### config.mk
export PLATFORM = sky130hd
export DESIGN_NAME = quad_rail_up_down_sequencer
export DESIGN_NICKNAME = d
export VERILOG_FILES = /design/src/core/rail_seq_pkg.sv /design/src/core/sync_edge.sv /design/src/core/quad_rail_up_down_sequencer.sv
export VERILOG_INCLUDE_DIRS = /design/src /design/src/core
export SDC_FILE = /design/constraint.sdc
export NUM_CORES = 1
export LEC_CHECK = 0
export BUFFER_PORTS_ARGS = -buffer_cell sky130_fd_sc_hd__buf_4
export CORE_UTILIZATION = 28
export CTS_BUF_LIST = sky130_fd_sc_hd__clkbuf_4 sky130_fd_sc_hd__clkbuf_8
export DETAILED_ROUTE_END_ITERATION = 8
export SETUP_SLACK_MARGIN = 0.02
export SYNTH_ARGS = -nofsm -noshare
export SYNTH_HDL_FRONTEND = slang
export SYNTH_SLANG_ARGS = --single-unit
### constraint.sdc
create_clock -name clk_sys -period 2.6 [get_ports clk_sys]
set_input_delay 0.13 -clock clk_sys [delete_from_list [all_inputs] [get_ports clk_sys]]
set_output_delay 0.13 -clock clk_sys [all_outputs]
set_load 0.01 [all_outputs]
### src/core/rail_seq_defs.svh
// Timing counts, widths and channel count for the quad rail sequencer
`ifndef RAIL_SEQ_DEFS_SVH
`define RAIL_SEQ_DEFS_SVH
`define RSEQ_TIMER_W 24
`define RSEQ_STEP_DLY_CYC 24'd10000
`define RSEQ_BLANK_CYC 24'd10000
`define RSEQ_HOLD_CYC 24'd5000
`define RSEQ_RDY_DLY_MS 0.5
`define RSEQ_CLK_MHZ 10
`define RSEQ_RDY_DLY_CYC (`RSEQ_RDY_DLY_MS * `RSEQ_CLK_MHZ * 1000)
`define RSEQ_NCH 4
`endif

### src/core/rail_seq_pkg.sv
// Types for the quad rail sequencer
package rail_seq_pkg;
  typedef enum logic [4:0] {
    ST_SET_FAULT = 5'h00,
    ST_CLR_FAULT = 5'h01,
    ST_WAIT_OK = 5'h03,
    ST_IDLE = 5'h02,
    ST_DLY = 5'h06,
    ST_ENA = 5'h07,
    ST_BLANK = 5'h05,
    ST_DONE = 5'h04,
    ST_DIS = 5'h0c,
    ST_DIS_DLY = 5'h0d
  } seq_state_e;
endpackage

### src/core/sync_edge.sv
// Two-stage synchroniser with edge detection for an asynchronous input
`timescale 1ns/1ns
module sync_edge (
  input wire logic clk_sys,
  input wire logic rst_b,
  input wire logic asyncIn,
  input wire logic resetVal,
  output logic level,
  output logic rise,
  output logic fall
);
  logic meta_r;
  logic sync_r;
  logic prev_r;
  always_ff @(posedge clk_sys or negedge rst_b) begin
    if (!rst_b) begin
      meta_r <= 1'b0;
      sync_r <= 1'b0;
      prev_r <= 1'b0;
    end else begin
      meta_r <= asyncIn;
      sync_r <= meta_r;
      prev_r <= sync_r;
    end
  end
  assign level = sync_r;
  assign rise = sync_r & ~prev_r & ~resetVal;
  assign fall = ~sync_r & prev_r & ~resetVal;
endmodule

### src/core/quad_rail_up_down_sequencer.sv
// Quad supply up/down sequencer with rail monitoring and fault handling
`timescale 1ns/1ns
`include "rail_seq_defs.svh"
module quad_rail_up_down_sequencer #(
  parameter bit REDUCED = 1'b0,
  parameter logic [`RSEQ_TIMER_W-1:0] STEP1_CYC = `RSEQ_STEP_DLY_CYC,
  parameter logic [`RSEQ_TIMER_W-1:0] STEP2_CYC = `RSEQ_STEP_DLY_CYC,
  parameter logic [`RSEQ_TIMER_W-1:0] STEP3_CYC = `RSEQ_STEP_DLY_CYC,
  parameter logic [`RSEQ_TIMER_W-1:0] STEP4_CYC = `RSEQ_STEP_DLY_CYC,
  parameter logic [`RSEQ_TIMER_W-1:0] BLANK_CYC = `RSEQ_BLANK_CYC,
  parameter logic [`RSEQ_TIMER_W-1:0] HOLD_CYC = `RSEQ_HOLD_CYC
) (
  input wire logic clk_sys,
  input wire logic rst_b,
  input wire logic supplyLockout,
  input wire logic [3:0] railThresholdFlag,
  input wire logic seqUp,
  input wire logic seqDown,
  input wire logic faultLineIn,
  output logic faultLineOut,
  output logic faultLineOe,
  output logic [3:0] supplyEnableLine,
  output logic allRailsGood,
  output logic sequenceComplete,
  output rail_seq_pkg::seq_state_e seqState
);
  import rail_seq_pkg::*;

  typedef struct packed {
    seq_state_e st;
    logic [1:0] ch;
    logic [`RSEQ_TIMER_W-1:0] tmr;
    logic [3:0] ena;
    logic done;
    logic faultDrv;
    logic good;
  } core_s;

  core_s cur_r;
  core_s cur_nxt;

  ////////////////////////////////////////////////////////////////////////
  // Input synchronisers
  logic [3:0] railLvl;
  logic upLvl;
  logic upRise;
  logic dnFall;
  logic fltLvl;
  logic lockLvl;
  logic lockMeta_r;
  logic lockSync_r;

  // Rail flags need only their level; their edges are left unused
  genvar g;
  generate
    for (g = 0; g < `RSEQ_NCH; g++) begin : gRail
      sync_edge uRail (
        .clk_sys(clk_sys),
        .rst_b(rst_b),
        .asyncIn(railThresholdFlag[g]),
        .resetVal(1'b0),
        .level(railLvl[g]),
        .rise(),
        .fall()
      );
    end
  endgenerate

  // Edges are masked in lockout so none is carried over into the machine
  sync_edge uUp (
    .clk_sys(clk_sys),
    .rst_b(rst_b),
    .asyncIn(seqUp),
    .resetVal(lockLvl),
    .level(upLvl),
    .rise(upRise),
    .fall()
  );

  // Reduced variant has one combined up/down input
  sync_edge uDn (
    .clk_sys(clk_sys),
    .rst_b(rst_b),
    .asyncIn(REDUCED ? seqUp : seqDown),
    .resetVal(lockLvl),
    .level(),
    .rise(),
    .fall(dnFall)
  );

  sync_edge uFlt (
    .clk_sys(clk_sys),
    .rst_b(rst_b),
    .asyncIn(faultLineIn),
    .resetVal(1'b0),
    .level(fltLvl),
    .rise(),
    .fall()
  );

  // Reset reads as lockout so the machine stays held until the pin is sampled
  always_ff @(posedge clk_sys or negedge rst_b) begin
    if (!rst_b) begin
      lockMeta_r <= 1'b1;
      lockSync_r <= 1'b1;
    end else begin
      lockMeta_r <= supplyLockout;
      lockSync_r <= lockMeta_r;
    end
  end
  assign lockLvl = lockSync_r;

  ////////////////////////////////////////////////////////////////////////
  // Sequencer
  logic [`RSEQ_TIMER_W-1:0] stepCyc;
  logic [`RSEQ_TIMER_W-1:0] nextStepCyc;
  logic extFault;
  logic tmrZero;

  // Step delay reload of the present channel, used on the way down
  always_comb begin
    case (cur_r.ch)
      2'd0: stepCyc = STEP1_CYC;
      2'd1: stepCyc = STEP2_CYC;
      2'd2: stepCyc = STEP3_CYC;
      default: stepCyc = STEP4_CYC;
    endcase
  end

  // Reload for the step delay that follows the channel just verified
  always_comb begin
    case (cur_r.ch)
      2'd0: nextStepCyc = STEP2_CYC;
      2'd1: nextStepCyc = STEP3_CYC;
      default: nextStepCyc = STEP4_CYC;
    endcase
  end

  assign tmrZero = (cur_r.tmr == '0);
  // Our own pull on the shared line must not read back as an outside fault
  assign extFault = ~REDUCED & ~fltLvl & ~cur_r.faultDrv;

  ////////////////////////////////////////////////////////////////////////
  // Fault causes
  logic [3:0] chMask;
  logic [3:0] railLost;
  logic [3:0] railLostOld;
  logic railUpFault;
  logic railDoneFault;
  logic railDownFault;

  // The channel inside its blanking interval is judged only when it ends
  assign chMask = 4'h1 << cur_r.ch;
  assign railLost = cur_r.ena & ~railLvl;
  assign railLostOld = railLost & ~chMask;
  // In a step delay every enabled rail has already passed blanking
  assign railUpFault = (cur_r.st == ST_DLY) ? (railLost != 4'h0) : (railLostOld != 4'h0);
  assign railDoneFault = ~(&railLvl);
  // Rails already switched off are no longer watched
  assign railDownFault = (railLost != 4'h0);

  always_comb begin
    cur_nxt = cur_r;
    cur_nxt.good = &railLvl;
    // Timer counts down to zero and rests there
    if (cur_r.tmr != '0) begin
      cur_nxt.tmr = cur_r.tmr - 1'b1;
    end
    case (cur_r.st)
      ST_SET_FAULT: begin
        cur_nxt.ena = 4'h0;
        cur_nxt.done = 1'b0;
        cur_nxt.faultDrv = ~REDUCED;
        if (tmrZero) begin
          cur_nxt.st = ST_CLR_FAULT;
        end
      end
      ST_CLR_FAULT: begin
        // An up input still high stretches the fault hold
        if (!upLvl) begin
          cur_nxt.st = ST_WAIT_OK;
          cur_nxt.faultDrv = 1'b0;
        end
      end
      ST_WAIT_OK: begin
        if (REDUCED || fltLvl) begin
          cur_nxt.st = ST_IDLE;
        end
      end
      ST_IDLE: begin
        cur_nxt.done = 1'b0;
        cur_nxt.ch = 2'd0;
        if (upRise) begin
          cur_nxt.tmr = STEP1_CYC;
          cur_nxt.st = REDUCED ? ST_ENA : ST_DLY;
        end
      end
      ST_DLY: begin
        if (tmrZero) begin
          cur_nxt.st = ST_ENA;
        end
      end
      ST_ENA: begin
        // Blanking starts together with the enable
        cur_nxt.ena[cur_r.ch] = 1'b1;
        cur_nxt.tmr = BLANK_CYC;
        cur_nxt.st = ST_BLANK;
      end
      ST_BLANK: begin
        if (tmrZero) begin
          if (!railLvl[cur_r.ch]) begin
            cur_nxt.st = ST_SET_FAULT;
          end else if (cur_r.ch == 2'd3) begin
            cur_nxt.st = ST_DONE;
            cur_nxt.done = ~REDUCED;
          end else begin
            cur_nxt.ch = cur_r.ch + 2'd1;
            cur_nxt.tmr = nextStepCyc;
            cur_nxt.st = ST_DLY;
          end
        end
      end
      ST_DONE: begin
        if (dnFall) begin
          cur_nxt.ena[3] = 1'b0;
          cur_nxt.tmr = STEP4_CYC;
          cur_nxt.st = ST_DIS_DLY;
        end
      end
      ST_DIS: begin
        // Disable one channel, then wait that channel's own step delay, except channel 0 in the reduced variant, which goes straight to idle
        cur_nxt.ena[cur_r.ch] = 1'b0;
        cur_nxt.tmr = stepCyc;
        cur_nxt.st = (REDUCED && cur_r.ch == 2'd0) ? ST_IDLE : ST_DIS_DLY;
      end
      ST_DIS_DLY: begin
        if (tmrZero) begin
          if (cur_r.ch == 2'd0) begin
            cur_nxt.st = ST_IDLE;
          end else begin
            cur_nxt.ch = cur_r.ch - 2'd1;
            cur_nxt.st = ST_DIS;
          end
        end
      end
      default: begin
        cur_nxt.st = ST_SET_FAULT;
      end
    endcase

    // Fault detection overrides any step above
    case (cur_r.st)
      ST_IDLE: begin
        if (dnFall || extFault) begin
          cur_nxt.st = ST_SET_FAULT;
        end
      end
      ST_DLY, ST_ENA, ST_BLANK: begin
        if (dnFall || extFault || railUpFault) begin
          cur_nxt.st = ST_SET_FAULT;
        end
      end
      ST_DONE: begin
        if (railDoneFault || (!REDUCED && upRise) || extFault) begin
          cur_nxt.st = ST_SET_FAULT;
        end
      end
      ST_DIS, ST_DIS_DLY: begin
        if (railDownFault || upRise || extFault) begin
          cur_nxt.st = ST_SET_FAULT;
        end
      end
      default: begin
        // Fault states and waits judge nothing here
      end
    endcase
    if (cur_nxt.st == ST_SET_FAULT && cur_r.st != ST_SET_FAULT) begin
      cur_nxt.tmr = HOLD_CYC;
      cur_nxt.ena = 4'h0;
      cur_nxt.done = 1'b0;
      cur_nxt.faultDrv = ~REDUCED;
    end
    // Done falls on the very edge that returns to idle
    if (cur_nxt.st == ST_IDLE) begin
      cur_nxt.done = 1'b0;
    end
    // Lockout wins over every other cause
    if (lockLvl) begin
      cur_nxt.st = ST_SET_FAULT;
      cur_nxt.good = 1'b0;
      cur_nxt.tmr = HOLD_CYC;
      cur_nxt.ena = 4'h0;
      cur_nxt.done = 1'b0;
      cur_nxt.faultDrv = 1'b0;
      cur_nxt.ch = 2'd0;
    end
  end

  always_ff @(posedge clk_sys or negedge rst_b) begin
    if (!rst_b) begin
      cur_r <= '{st: ST_SET_FAULT, ch: 2'd0, tmr: '0, ena: 4'h0,
                 done: 1'b0, faultDrv: 1'b0, good: 1'b0};
    end else begin
      cur_r <= cur_nxt;
    end
  end

  ////////////////////////////////////////////////////////////////////////
  // Outputs
  // All outputs but faultLineOut come straight from the state register
  assign supplyEnableLine = cur_r.ena;
  assign sequenceComplete = cur_r.done;
  assign faultLineOe = cur_r.faultDrv;
  // Open-drain data: the pin only ever pulls low
  assign faultLineOut = 1'b0;
  assign allRailsGood = cur_r.good;
  assign seqState = cur_r.st;
endmodule

==> run_results.csv, run 1 <==
group,metric,value,unit
run,max-cap-violations,0,
drt,drc,0,
pwr,ir_drop,204.9,uV
die,start_util,0.2873,
final_layout,layout-drive-gt1-share,0.1956,
min_path,hold_class,"register to register",
sta,tns,0,ns
logic_synthesis,netlist_instances,321,
sta,fin_crit,2.415,ns
sta,slew_headroom,0.5370,
critical_path,arrival,2.60,ns
sta,setup_viol_count_final,0,
logic_synthesis,synth_warnings,0,
clock_tree,cts_buffers,5,
logic_synthesis,synth-edff-count,0,
critical_path,critical_path_class,"register to register",
place,place_congestion,0.8638,
critical_path,cp_max_fo,19,
clock_tree,clk_latency,0.32,ns
sta,hold_viol,0,
drt,ant_nets,0,
die,num_rows,38,
drt,drt_wl_total,7400,um
min_path,whs_path_depth,0,
logic_synthesis,synth.top_cell.area_share,0.4358,
global_routing,grt_overflow_total,0,
critical_path,required,2.78,ns
global_routing,grt_pass1_vias,2619,
die,io_pins,23,
final_layout,post-route-util,0.3437,
clock_tree,clock_sinks,56,
global_routing,antenna_found_initial,0,
die,die_x,107.2,um
place,dp_hpwl,5516,um
place,dp_slack,0.1023,ns
logic_synthesis,yosysUniqueCellTypes,60,
drt,routedWlPerCell,14.71,um
logic_synthesis,ys_ff_latch,56,
pwr,p_per_area,417.0,nW/um2
drt,viasPerCell,5.085,
final_layout,area_growth,19.65,%
logic_synthesis,ys_async_sr_fraction,1.000,
logic_synthesis,yosysTopAreaCell,"dfrtp_1",
die,die_area,11500,um2
clock_tree,clockBufferDepth,2,
final_layout,n_antenna_cell,0,
critical_path,endpoint_kind,"register",
logic_synthesis,avgSynthCellArea,9.659,um2
logic_synthesis,syn_area,3100,um2
logic_synthesis,synth_ff_type,"dfrtp_1",
critical_path,r2r_cells,9,
drt,vias,2558,
place,placement.io_buffers,21,
die,coreArea,10790,um2
final_layout,fill_cells,1088,
sta,grt_setup_unrepaired,"false",
critical_path,worst_setup_path_start_kind,"register",
drt,drt_iter0_markers,95,
pwr,leakagePower,0.001487,uW
clock_tree,cts_tree,"yes",
sta,fin_ws,0.1848,ns
status,outcome,"completed",
clock_tree,htreeDepth,2,
final_layout,nets,377,
logic_synthesis,synth_seq_area_share,0.4528,
global_routing,grt_pass1_wl,12540,um
sta,skew,0.01598,ns
sta,slew_viol_final,0,
sta,fmax,414.0,MHz
sta,tightest_slew,0.6945,ns
global_routing,track_usage,0.1386,
logic_synthesis,synth.area.top_cells,"dfrtp_1 44%, nor3_1 4.4%, nor2_1 3.4%, xnor2_1 3.4%, a21oi_1 2.7%",
global_routing,grt_max_degree,57,
clock_tree,path_clk_slew,0.11,ns
sta,min_period_over_period,0.9289,
clock_tree,root_buffer,"clkbuf_8",
die,die_h,107.2,um
drt,dr.pass1.iters,4,
[registers in the layout, summed over array words and instances (netlist names)]
signal / cells
allRailsGood: 1
cur_r: 26
faultLineOe: 1
gRail.uRail.level: 4
gRail.uRail.meta_r: 4
lockLvl: 1
lockMeta_r: 1
seqState: 5
sequenceComplete: 1
supplyEnableLine: 4
uDn.level: 1
uDn.meta_r: 1
uDn.prev_r: 1
uFlt.level: 1
uFlt.meta_r: 1
uUp.level: 1
uUp.meta_r: 1
uUp.prev_r: 1
[kinds of logic (layout without fill, tap and decap cells)]
| family | Yosys count | in the layout | share of synthesized area |
|---|---|---|---|
| and+or+nand+nor | 143 | 143 | 0.2627 |
| DFF | 56 | 56 | 0.4528 |
| buffers and inverters | 28 | 69 | 0.05165 |
| other | 1 | 2 | 0.001209 |
| muxes | 3 | 3 | 0.01372 |
| adders and majority gates | 5 | 5 | 0.02018 |
| xor gates and xnor gates | 19 | 19 | 0.05367 |
| AOI/OAI and AO/OA | 66 | 66 | 0.1441 |
[critical path, cell delays in order, from the launching register on]
cell and delay, ns:
dfrtp_1 0.46, nor4_4 0.42, nand4_4 0.13, buf_4 0.19, o21a_1 0.21, o2bb2ai_1 0.27, nand4_1 0.23, nand2b_4 0.16
buf_12 0.16, a21oi_1 0.07
[final cells by class]
type | instances | area (um2) | area share
clock buffer | 6 | 82.58 | 0.02226
clock inverter | 2 | 17.52 | 0.004722
inverter | 7 | 26.28 | 0.007083
multi-input combinational | 238 | 1564 | 0.4216
sequential | 56 | 1404 | 0.3784
tap | 140 | 175.2 | 0.04722
timing repair buffer | 54 | 440.4 | 0.1187
[through the flow]
step	power, uW	cells	area, um2	hold slack [ns]
after floorplan	970.4	322	3104	-0.1656
after global placement	1022	485	3488	0.2223
after detailed placement	1023	485	3488	0.2309
after CTS	1574	502	3679	0.3629
after global routing	1619	503	3710	0.3663
final	1547	503	3710	0.3550
[synth_stat cells (4+ instances only)]
library cell	instances
o211ai_1	4
nand2_1	22
nor3b_1	6
nor4_1	6
dfrtp_1	54
clkbuf_1	6
a21oi_1	17
o21ai_0	15
ha_1	5
nor2_1	28
or3_1	7
nor2b_1	4
buf_4	10
nand2b_1	9
nand3_1	6
xor2_1	7
o21a_1	4
inv_1	6
xnor2_1	12
and3_1	4
nand4_1	4
nor3_1	27
[power breakdown]
| part | internal [uW] | total, uW | switching (uW) | leakage [uW] |
|---|---|---|---|---|
| Combinational | 48.2 | 109 | 60.4 | 0.000727 |
| Sequential | 891 | 908 | 17.4 | 0.000707 |
| Clock | 224 | 530 | 306 | 0.0000522 |
[per-layer routing]
layer / GRT usage / vias to the layer above / share of wire
met5: 0 / - / 0
met4: 0.04892 / 0 / 0.018
met3: 0.02736 / 13 / 0.048
met2: 0.2387 / 59 / 0.50
met1: 0.1716 / 1256 / 0.43
li1: - / 1230 / -
[timing repair]
action,4_1_cts,5_1_grt
endpoints found under the hold margin,62,0
gates resized for setup,0,3
setup endpoints to repair,0,29
hold buffers,9,0
buffers inserted,0,1
[path summary, 6_finish.rpt]
path | start | endpoint | slack (ns)
max in group asynchronous | rst_b | cur_r[19]$_DFF_PN0_ | 1.74
min in group asynchronous | rst_b | seqState[4]$_DFF_PN0_ | 0.39
hold reg to reg | uFlt.meta_r$_DFF_PN0_ | uFlt.level$_DFF_PN0_ | 0.36
setup / recovery | cur_r[10]$_DFF_PN0_ | cur_r[11]$_DFF_PN0_ | 0.18
setup reg to reg | cur_r[10]$_DFF_PN0_ | cur_r[11]$_DFF_PN0_ | 0.18
hold / removal | uFlt.meta_r$_DFF_PN0_ | uFlt.level$_DFF_PN0_ | 0.36
[placed cells by master (no fill, tap or decap), types with 6 or more instances in the layout]
master	synthesis	final
or3_1	7	7
xnor2_1	12	12
nand3_1	6	6
nor3b_1	6	6
buf_4	10	44
nor4_1	6	6
xor2_1	7	7
nor3_1	27	27
dlygate4sd3_1	0	9
inv_1	6	6
nor2_1	28	28
a21oi_1	17	17
nand2_1	22	22
clkbuf_8	0	6
nand2b_1	9	8
o21ai_0	15	15
dfrtp_1	54	54
No activity file was read; power rests on OpenSTA's default activity.
==> run 2: changes to the inputs <==
--- a/config.mk
+++ b/config.mk
@@ -6,6 +6,7 @@
 export SDC_FILE = /design/constraint.sdc
 export NUM_CORES = 1
 export LEC_CHECK = 0
+export ABC_AREA = 1
 export BUFFER_PORTS_ARGS = -buffer_cell sky130_fd_sc_hd__buf_4
 export CORE_UTILIZATION = 28
 export CTS_BUF_LIST = sky130_fd_sc_hd__clkbuf_4 sky130_fd_sc_hd__clkbuf_8
==> constraint.sdc (replaced) <==
create_clock -name clk_sys -period 2.01 [get_ports clk_sys]
set_input_delay 0.1005 -clock clk_sys [delete_from_list [all_inputs] [get_ports clk_sys]]
set_output_delay 0.1005 -clock clk_sys [all_outputs]
set_load 0.01 [all_outputs]
==> run_results.csv, run 2 <==
group,metric,value,unit
status,outcome,"complete, but fails checks",
status,violations,"setup timing",
logic_synthesis,synth_warnings,0,
clock_tree,clockBufferDepth,2,
critical_path,rrSetupSlack,-0.03,ns
logic_synthesis,syn_area,3452,um2
final_layout,final_cell_mix,"107 x buf_4, 84 x nand2_1, 54 x nor2_1",
critical_path,path_common_cell,"nor2_1",
sta,skew,0.01625,ns
global_routing,grt_max_degree,57,
global_routing,grt_pass1_wl,14900,um
sta,fmax,489.9,MHz
sta,fin_crit,2.041,ns
drt,vias,3345,
final_layout,finalInstanceArea,4913,um2
place,dp_hpwl,6848,um
logic_synthesis,yosysUniqueCellTypes,43,
sta,slew_viol_final,0,
sta,tightest_slew,0.7158,ns
clock_tree,clock_sinks,56,
drt,drt_iter0_markers,242,
global_routing,track_usage,0.1469,
clock_tree,clk_latency,0.34,ns
clock_tree,cts_tree,"yes",
critical_path,worst_setup_path_start_kind,"register",
drt,viasPerCell,4.731,
final_layout,top_register,"cur_r",
critical_path,critical_path_class,"register to register",
pwr,p_sw_frac,0.2846,
sta,hold_viol,0,
logic_synthesis,avgSynthCellArea,7.810,um2
die,num_rows,40,
critical_path,required,2.28,ns
critical_path,cp_max_fo,5,
final_layout,largest_reg_flops,26,
pwr,ir_drop,262.3,uV
sta,grt_setup_unrepaired,"true",
global_routing,antenna_found_initial,0,
clock_tree,root_buffer,"clkbuf_8",
die,start_util,0.2874,
logic_synthesis,synth.top_cell.area_share,0.3914,
place,place_congestion,0.9356,
drt,dr_wl_met2,4610,um
sta,fin_ws,-0.03133,ns
place,placement.io_buffers,21,
clock_tree,cts_buffers,5,
drt,drc,0,
pwr,p_per_area,437.1,nW/um2
drt,highest_layer,"met4",
drt,drt_wl_total,9749,um
logic_synthesis,ys_ff_latch,56,
clock_tree,htreeDepth,2,
final_layout,nets,574,
sta,slew_headroom,0.5228,
die,die_area,12780,um2
logic_synthesis,netlist_instances,442,
final_layout,fill_cells,1174,
drt,ant_nets,0,
global_routing,grt_overflow_total,0,
critical_path,crit_chain,"ha_2 -> inv_1 -> nand3_1 -> o21ai_2 -> nor2_1 -> nor2_1 -> nor2_1 -> nor2_2 -> nor2_4 -> nand2_2 -> nand3_4 -> nand3_4 -> clkbuf_16 -> nor2_1",
logic_synthesis,synth_seq_area_share,0.4067,
sta,tns,-0.2228,ns
logic_synthesis,synth_ff_type,"dfrtp_1",
logic_synthesis,synth-edff-count,0,
final_layout,final_common_cell,"buf_4",
run,max-cap-violations,0,
critical_path,arrival,2.31,ns
logic_synthesis,ys_async_sr_fraction,1.000,
final_layout,area_growth,42.33,%
logic_synthesis,yosys.cell_count.top_type,"nand2_1",
pwr,power_frac_clock,0.317,
drt,routedWlPerCell,13.79,um
min_path,hold_class,"input pin to asynchronous set/reset pin",
pwr,switchingPower,611.2,uW
pwr,p_comb_frac,0.133,
critical_path,cpPeakStageDelay,0.45,ns
clock_tree,path_clk_slew,0.12,ns
sta,min_period_over_period,1.016,
place,placed_cell_area,4219,um2
die,coreArea,12010,um2
die,die_x,113.0,um
sta,setup_viol_count_final,18,
drt,dr.pass1.iters,5,
logic_synthesis,synthTopCellsByCount,"90 x nand2_1, 70 x nor2_1, 54 x dfrtp_1",
global_routing,grt_pass1_vias,3127,
drt,wl_met1,4514,um
pwr,leakagePower,0.002286,uW
critical_path,r2r_cells,14,
die,die_h,113.0,um
drt,routed-wl-met3,447,um
pwr,intPower,1537,uW
pwr,pwr-share-seq,0.549,
logic_synthesis,synth.area.top_cells,"dfrtp_1 39%, nand2_1 9.8%, nor2_1 7.6%, nand3_1 4.5%, inv_1 4.0%",
final_layout,n_antenna_cell,0,
logic_synthesis,yosysTopAreaCell,"dfrtp_1",
critical_path,cp_slowest_cell,"dfrtp_1",
critical_path,endpoint_kind,"register",
die,io_pins,23,
pwr,p_total,2148,uW
final_layout,layout-drive-gt1-share,0.4143,
-- run 2: changes by cell type after synthesis, moves of 7 or more --
cell,change
nand2b_1,-9
xor2_1,+7
nor2_2,+21
nand3_1,+25
nor2_1,+42
nand2_2,+8
inv_1,+31
nor3_1,-18
nand2_1,+68
or3_1,-7
-- run 2: area by class of cell --
| class | instances | area [um2] | share of cell area |
|---|---|---|---|
| multi-input cells | 330 | 2043 | 0.4158 |
| flip-flops and latches | 56 | 1409 | 0.2867 |
| repair buffers | 122 | 1005 | 0.2045 |
| well taps | 147 | 183.9 | 0.03743 |
| inverters | 44 | 176.4 | 0.03591 |
| clock buffers | 5 | 68.82 | 0.01401 |
| clock inverters | 3 | 27.53 | 0.005602 |
-- run 2: layer usage --
metal  vias to the layer above  track usage
met3                        15      0.02517
met2                        97       0.2380
met1                      1587       0.2027
met5                         -            0
li1                       1646            -
met4                         0      0.03860
-- run 2: logic make-up (layout without fill, tap and decap cells) --
| logic type | after synthesis | after routing | share of synthesized area |
|---|---|---|---|
| AO/OA/AOI/OAI | 42 | 42 | 0.07358 |
| XOR/XNOR | 22 | 22 | 0.05582 |
| adder cells (fa/ha/maj) | 5 | 5 | 0.01812 |
| buffers and inverters | 57 | 174 | 0.08046 |
| flip-flops | 56 | 56 | 0.4067 |
| multiplexers | 1 | 1 | 0.002900 |
| other | 1 | 2 | 0.001086 |
| AND/OR/NAND/NOR | 258 | 258 | 0.3614 |
-- run 2: what timing repair did --
item,CTS,global route
buffers inserted,8,17
setup endpoints to repair,23,32
pin swaps,8,15
gates resized for setup,21,55
endpoints found under the hold margin,62,0
hold buffers,9,0
cloned,0,1
-- run 2: power groups by stage --
stage | logic (uW) | clock network [uW] | registers [uW]
5_1_grt | 316 | 752 | 1180
4_1_cts | 251 | 711 | 1180
3_3_place_gp | 214 | 0 | 1200
2_1_floorplan | 128 | 0 | 1200
3_5_place_dp | 219 | 0 | 1200
6_report | 287 | 682 | 1180
-- run 2: worst paths after layout --
| check | from | end |
|---|---|---|
| worst max register to register | cur_r[32]$_DFFE_PN0P_ | cur_r[8]$_DFF_PN0_ |
| min in group clk_sys | gRail[0].uRail.meta_r$_DFF_PN0_ | gRail[0].uRail.level$_DFF_PN0_ |
| worst max-delay path | cur_r[32]$_DFFE_PN0P_ | cur_r[8]$_DFF_PN0_ |
| worst min register to register | gRail[0].uRail.meta_r$_DFF_PN0_ | gRail[0].uRail.level$_DFF_PN0_ |
| max in group asynchronous | rst_b | cur_r[13]$_DFF_PN0_ |
| worst min-delay path | rst_b | seqState[3]$_DFF_PN0_ |
-- run 2: worst max-delay path: cells and delay by family, from the launching register on --
kind	cells	cell delay (ns)
simple gates	10	0.98
flops	1	0.45
buf+inv	2	0.24
compound gates	1	0.07
fa+ha+maj	1	0.21
-- run 2: through the flow --
step                      setup WS, ns  utilization  hold WS (ns)  instances
final                         -0.03133       0.4091        0.3289        707
after global placement        -0.05085       0.3513        0.1958        664
after CTS                    -0.004396       0.3778        0.3605        689
after floorplan                0.03108            -       -0.1951        443
after detailed placement       -0.1055       0.3513        0.2070        664
after global routing           -0.1562       0.4091        0.3640        707
==> run 3: changes to the inputs <==
--- a/config.mk
+++ b/config.mk
@@ -8,6 +8,7 @@
 export LEC_CHECK = 0
 export ABC_AREA = 1
 export BUFFER_PORTS_ARGS = -buffer_cell sky130_fd_sc_hd__buf_4
+export CORE_MARGIN = 2
 export CORE_UTILIZATION = 28
 export CTS_BUF_LIST = sky130_fd_sc_hd__clkbuf_4 sky130_fd_sc_hd__clkbuf_8
 export DETAILED_ROUTE_END_ITERATION = 8
==> run_results.csv, run 3 (synthesis gave the netlist of run 2 again) <==
group,metric,value,unit
status,outcome,"complete, but fails checks",
status,violations,"setup timing",
pwr,pwr-share-seq,0.548,
sta,tns,-2.631,ns
final_layout,largest_reg_flops,26,
die,io_pins,23,
pwr,power_frac_clock,0.318,
global_routing,grt_max_degree,57,
sta,fin_crit,2.126,ns
critical_path,r2r_cells,14,
critical_path,cpPeakStageDelay,0.42,ns
pwr,p_per_area,446.5,nW/um2
clock_tree,cts_buffers,5,
critical_path,endpoint_kind,"register",
critical_path,cp_max_fo,8,
sta,tightest_slew,0.6942,ns
die,die_x,115.0,um
die,num_rows,40,
place,placement.io_buffers,21,
drt,viasPerCell,4.732,
final_layout,n_antenna_cell,0,
sta,setup_viol_count_final,29,
critical_path,critical_path_class,"register to register",
clock_tree,htreeDepth,2,
sta,hold_viol,0,
critical_path,critPathLaunch,"cur_r[16]$_DFF_PN0_",
final_layout,area_growth,39.87,%
sta,slew_viol_final,0,
global_routing,grt_pass1_wl,15540,um
final_layout,final_common_cell,"buf_4",
drt,ant_nets,0,
final_layout,fill_cells,1186,
critical_path,required,2.28,ns
pwr,p_comb_frac,0.135,
final_layout,top_register,"cur_r",
die,die_h,115.0,um
pwr,intPower,1544,uW
clock_tree,clk_latency,0.33,ns
critical_path,crit_family,"simple AND/OR/NAND/NOR gates",
place,place_congestion,0.9707,
drt,vias,3317,
drt,dr.pass1.iters,5,
critical_path,arrival,2.39,ns
global_routing,grt_pass1_vias,3265,
pwr,switchingPower,612.1,uW
sta,skew,0.01433,ns
final_layout,layout-drive-gt1-share,0.4043,
global_routing,track_usage,0.1479,
sta,slew_headroom,0.5372,
pwr,ir_drop,313.6,uV
critical_path,timing.rr.end,"cur_r[15]$_DFF_PN0_",
global_routing,grt_overflow_total,0,
sta,min_period_over_period,1.058,
clock_tree,path_clk_slew,0.12,ns
die,start_util,0.2874,
global_routing,antenna_found_initial,0,
run,max-cap-violations,0,
die,coreArea,12010,um2
critical_path,crit_buf_inv,3,
die,die_area,13230,um2
critical_path,crit_chain,"nor2_1 -> nand2_1 -> nor2_2 -> nand3_4 -> nand2_2 -> inv_1 -> nor2_1 -> nand3_1 -> o21ai_2 -> nand3_4 -> buf_12 -> nand2_8 -> inv_6 -> nand2_2",
place,dp_hpwl,6858,um
final_layout,nets,568,
sta,fin_ws,-0.1158,ns
critical_path,rrSetupSlack,-0.12,ns
clock_tree,clockBufferDepth,2,
drt,routedWlPerCell,13.23,um
critical_path,worst_setup_path_start_kind,"register",
drt,drt_iter0_markers,208,
min_path,hold_class,"input pin to asynchronous set/reset pin",
sta,grt_setup_unrepaired,"true",
pwr,leakagePower,0.002233,uW
critical_path,r2r-start,"cur_r[16]$_DFF_PN0_",
clock_tree,cts_tree,"yes",
final_layout,final_cell_mix,"103 x buf_4, 83 x nand2_1, 50 x dfrtp_1",
clock_tree,root_buffer,"clkbuf_8",
clock_tree,clock_sinks,56,
pwr,p_sw_frac,0.2839,
drt,drt_wl_total,9273,um
critical_path,cp_slowest_cell,"dfrtp_1",
place,dp_slack,-0.1030,ns
drt,drc,0,
sta,fmax,470.4,MHz
-- run 3: through the flow --
stage / hold slack, ns / total power [uW] / utilization / instances / area [um2]
CTS: 0.3614 / 2170 / 0.3895 / 697 / 4678
detailed placement: 0.2031 / 1421 / 0.3502 / 664 / 4207
global route: 0.3682 / 2256 / 0.4020 / 701 / 4828
floorplan: -0.1951 / 1324 / - / 443 / 3477
global placement: 0.1934 / 1417 / 0.3502 / 664 / 4207
finish: 0.3201 / 2156 / 0.4020 / 701 / 4828
-- run 3: power by group through the flow --
stage               sequential (uW)  clock (uW)  combinational [uW]
finish                         1180         685                 290
global route                   1190         752                 319
CTS                            1180         720                 271
detailed placement             1200           0                 221
global placement               1200           0                 217
floorplan                      1200           0                 128
-- run 3: worst max path at each step --
stage	to	slack [ns]	cells past startpoint
CTS	cur_r[13]$_DFF_PN0_	-0.0006	13
global route	cur_r[15]$_DFF_PN0_	-0.21	12
floorplan	cur_r[26]$_DFF_PN0_	0.03	15
finish	cur_r[15]$_DFF_PN0_	-0.12	14
global placement	cur_r[15]$_DFF_PN0_	-0.04	11
detailed placement	cur_r[9]$_DFF_PN0_	-0.10	14
-- run 3: metal layers --
layer  routed length (um)  global-route usage  share of wire  vias to the layer above
met3                  484             0.02267          0.052                       20
met2                 4381              0.2443           0.47                       99
met1                 4166              0.2006           0.45                     1563
met5                    0                   0              0                        -
li1                     -                   -              -                     1635
met4                  241             0.04498          0.026                        0
-- run 3: cell type report --
| class | instances | area [um2] | area share |
|---|---|---|---|
| Tap cell | 147 | 183.9 | 0.03809 |
| Inverter | 44 | 176.4 | 0.03654 |
| Clock inverter | 3 | 33.78 | 0.006997 |
| Timing Repair Buffer | 116 | 929.6 | 0.1925 |
| Clock buffer | 5 | 68.82 | 0.01425 |
| Multi-Input combinational cell | 330 | 2027 | 0.4198 |
| Sequential cell | 56 | 1409 | 0.2918 |
-- run 3: timing repair --
action | 4_1_cts | 5_1_grt
endpoints found under the setup margin | 21 | 30
buffers inserted | 16 | 4
pin swaps | 22 | 9
hold buffers | 9 | 0
resized for setup | 45 | 31
gates cloned | 0 | 0
endpoints found under the hold margin | 62 | 0
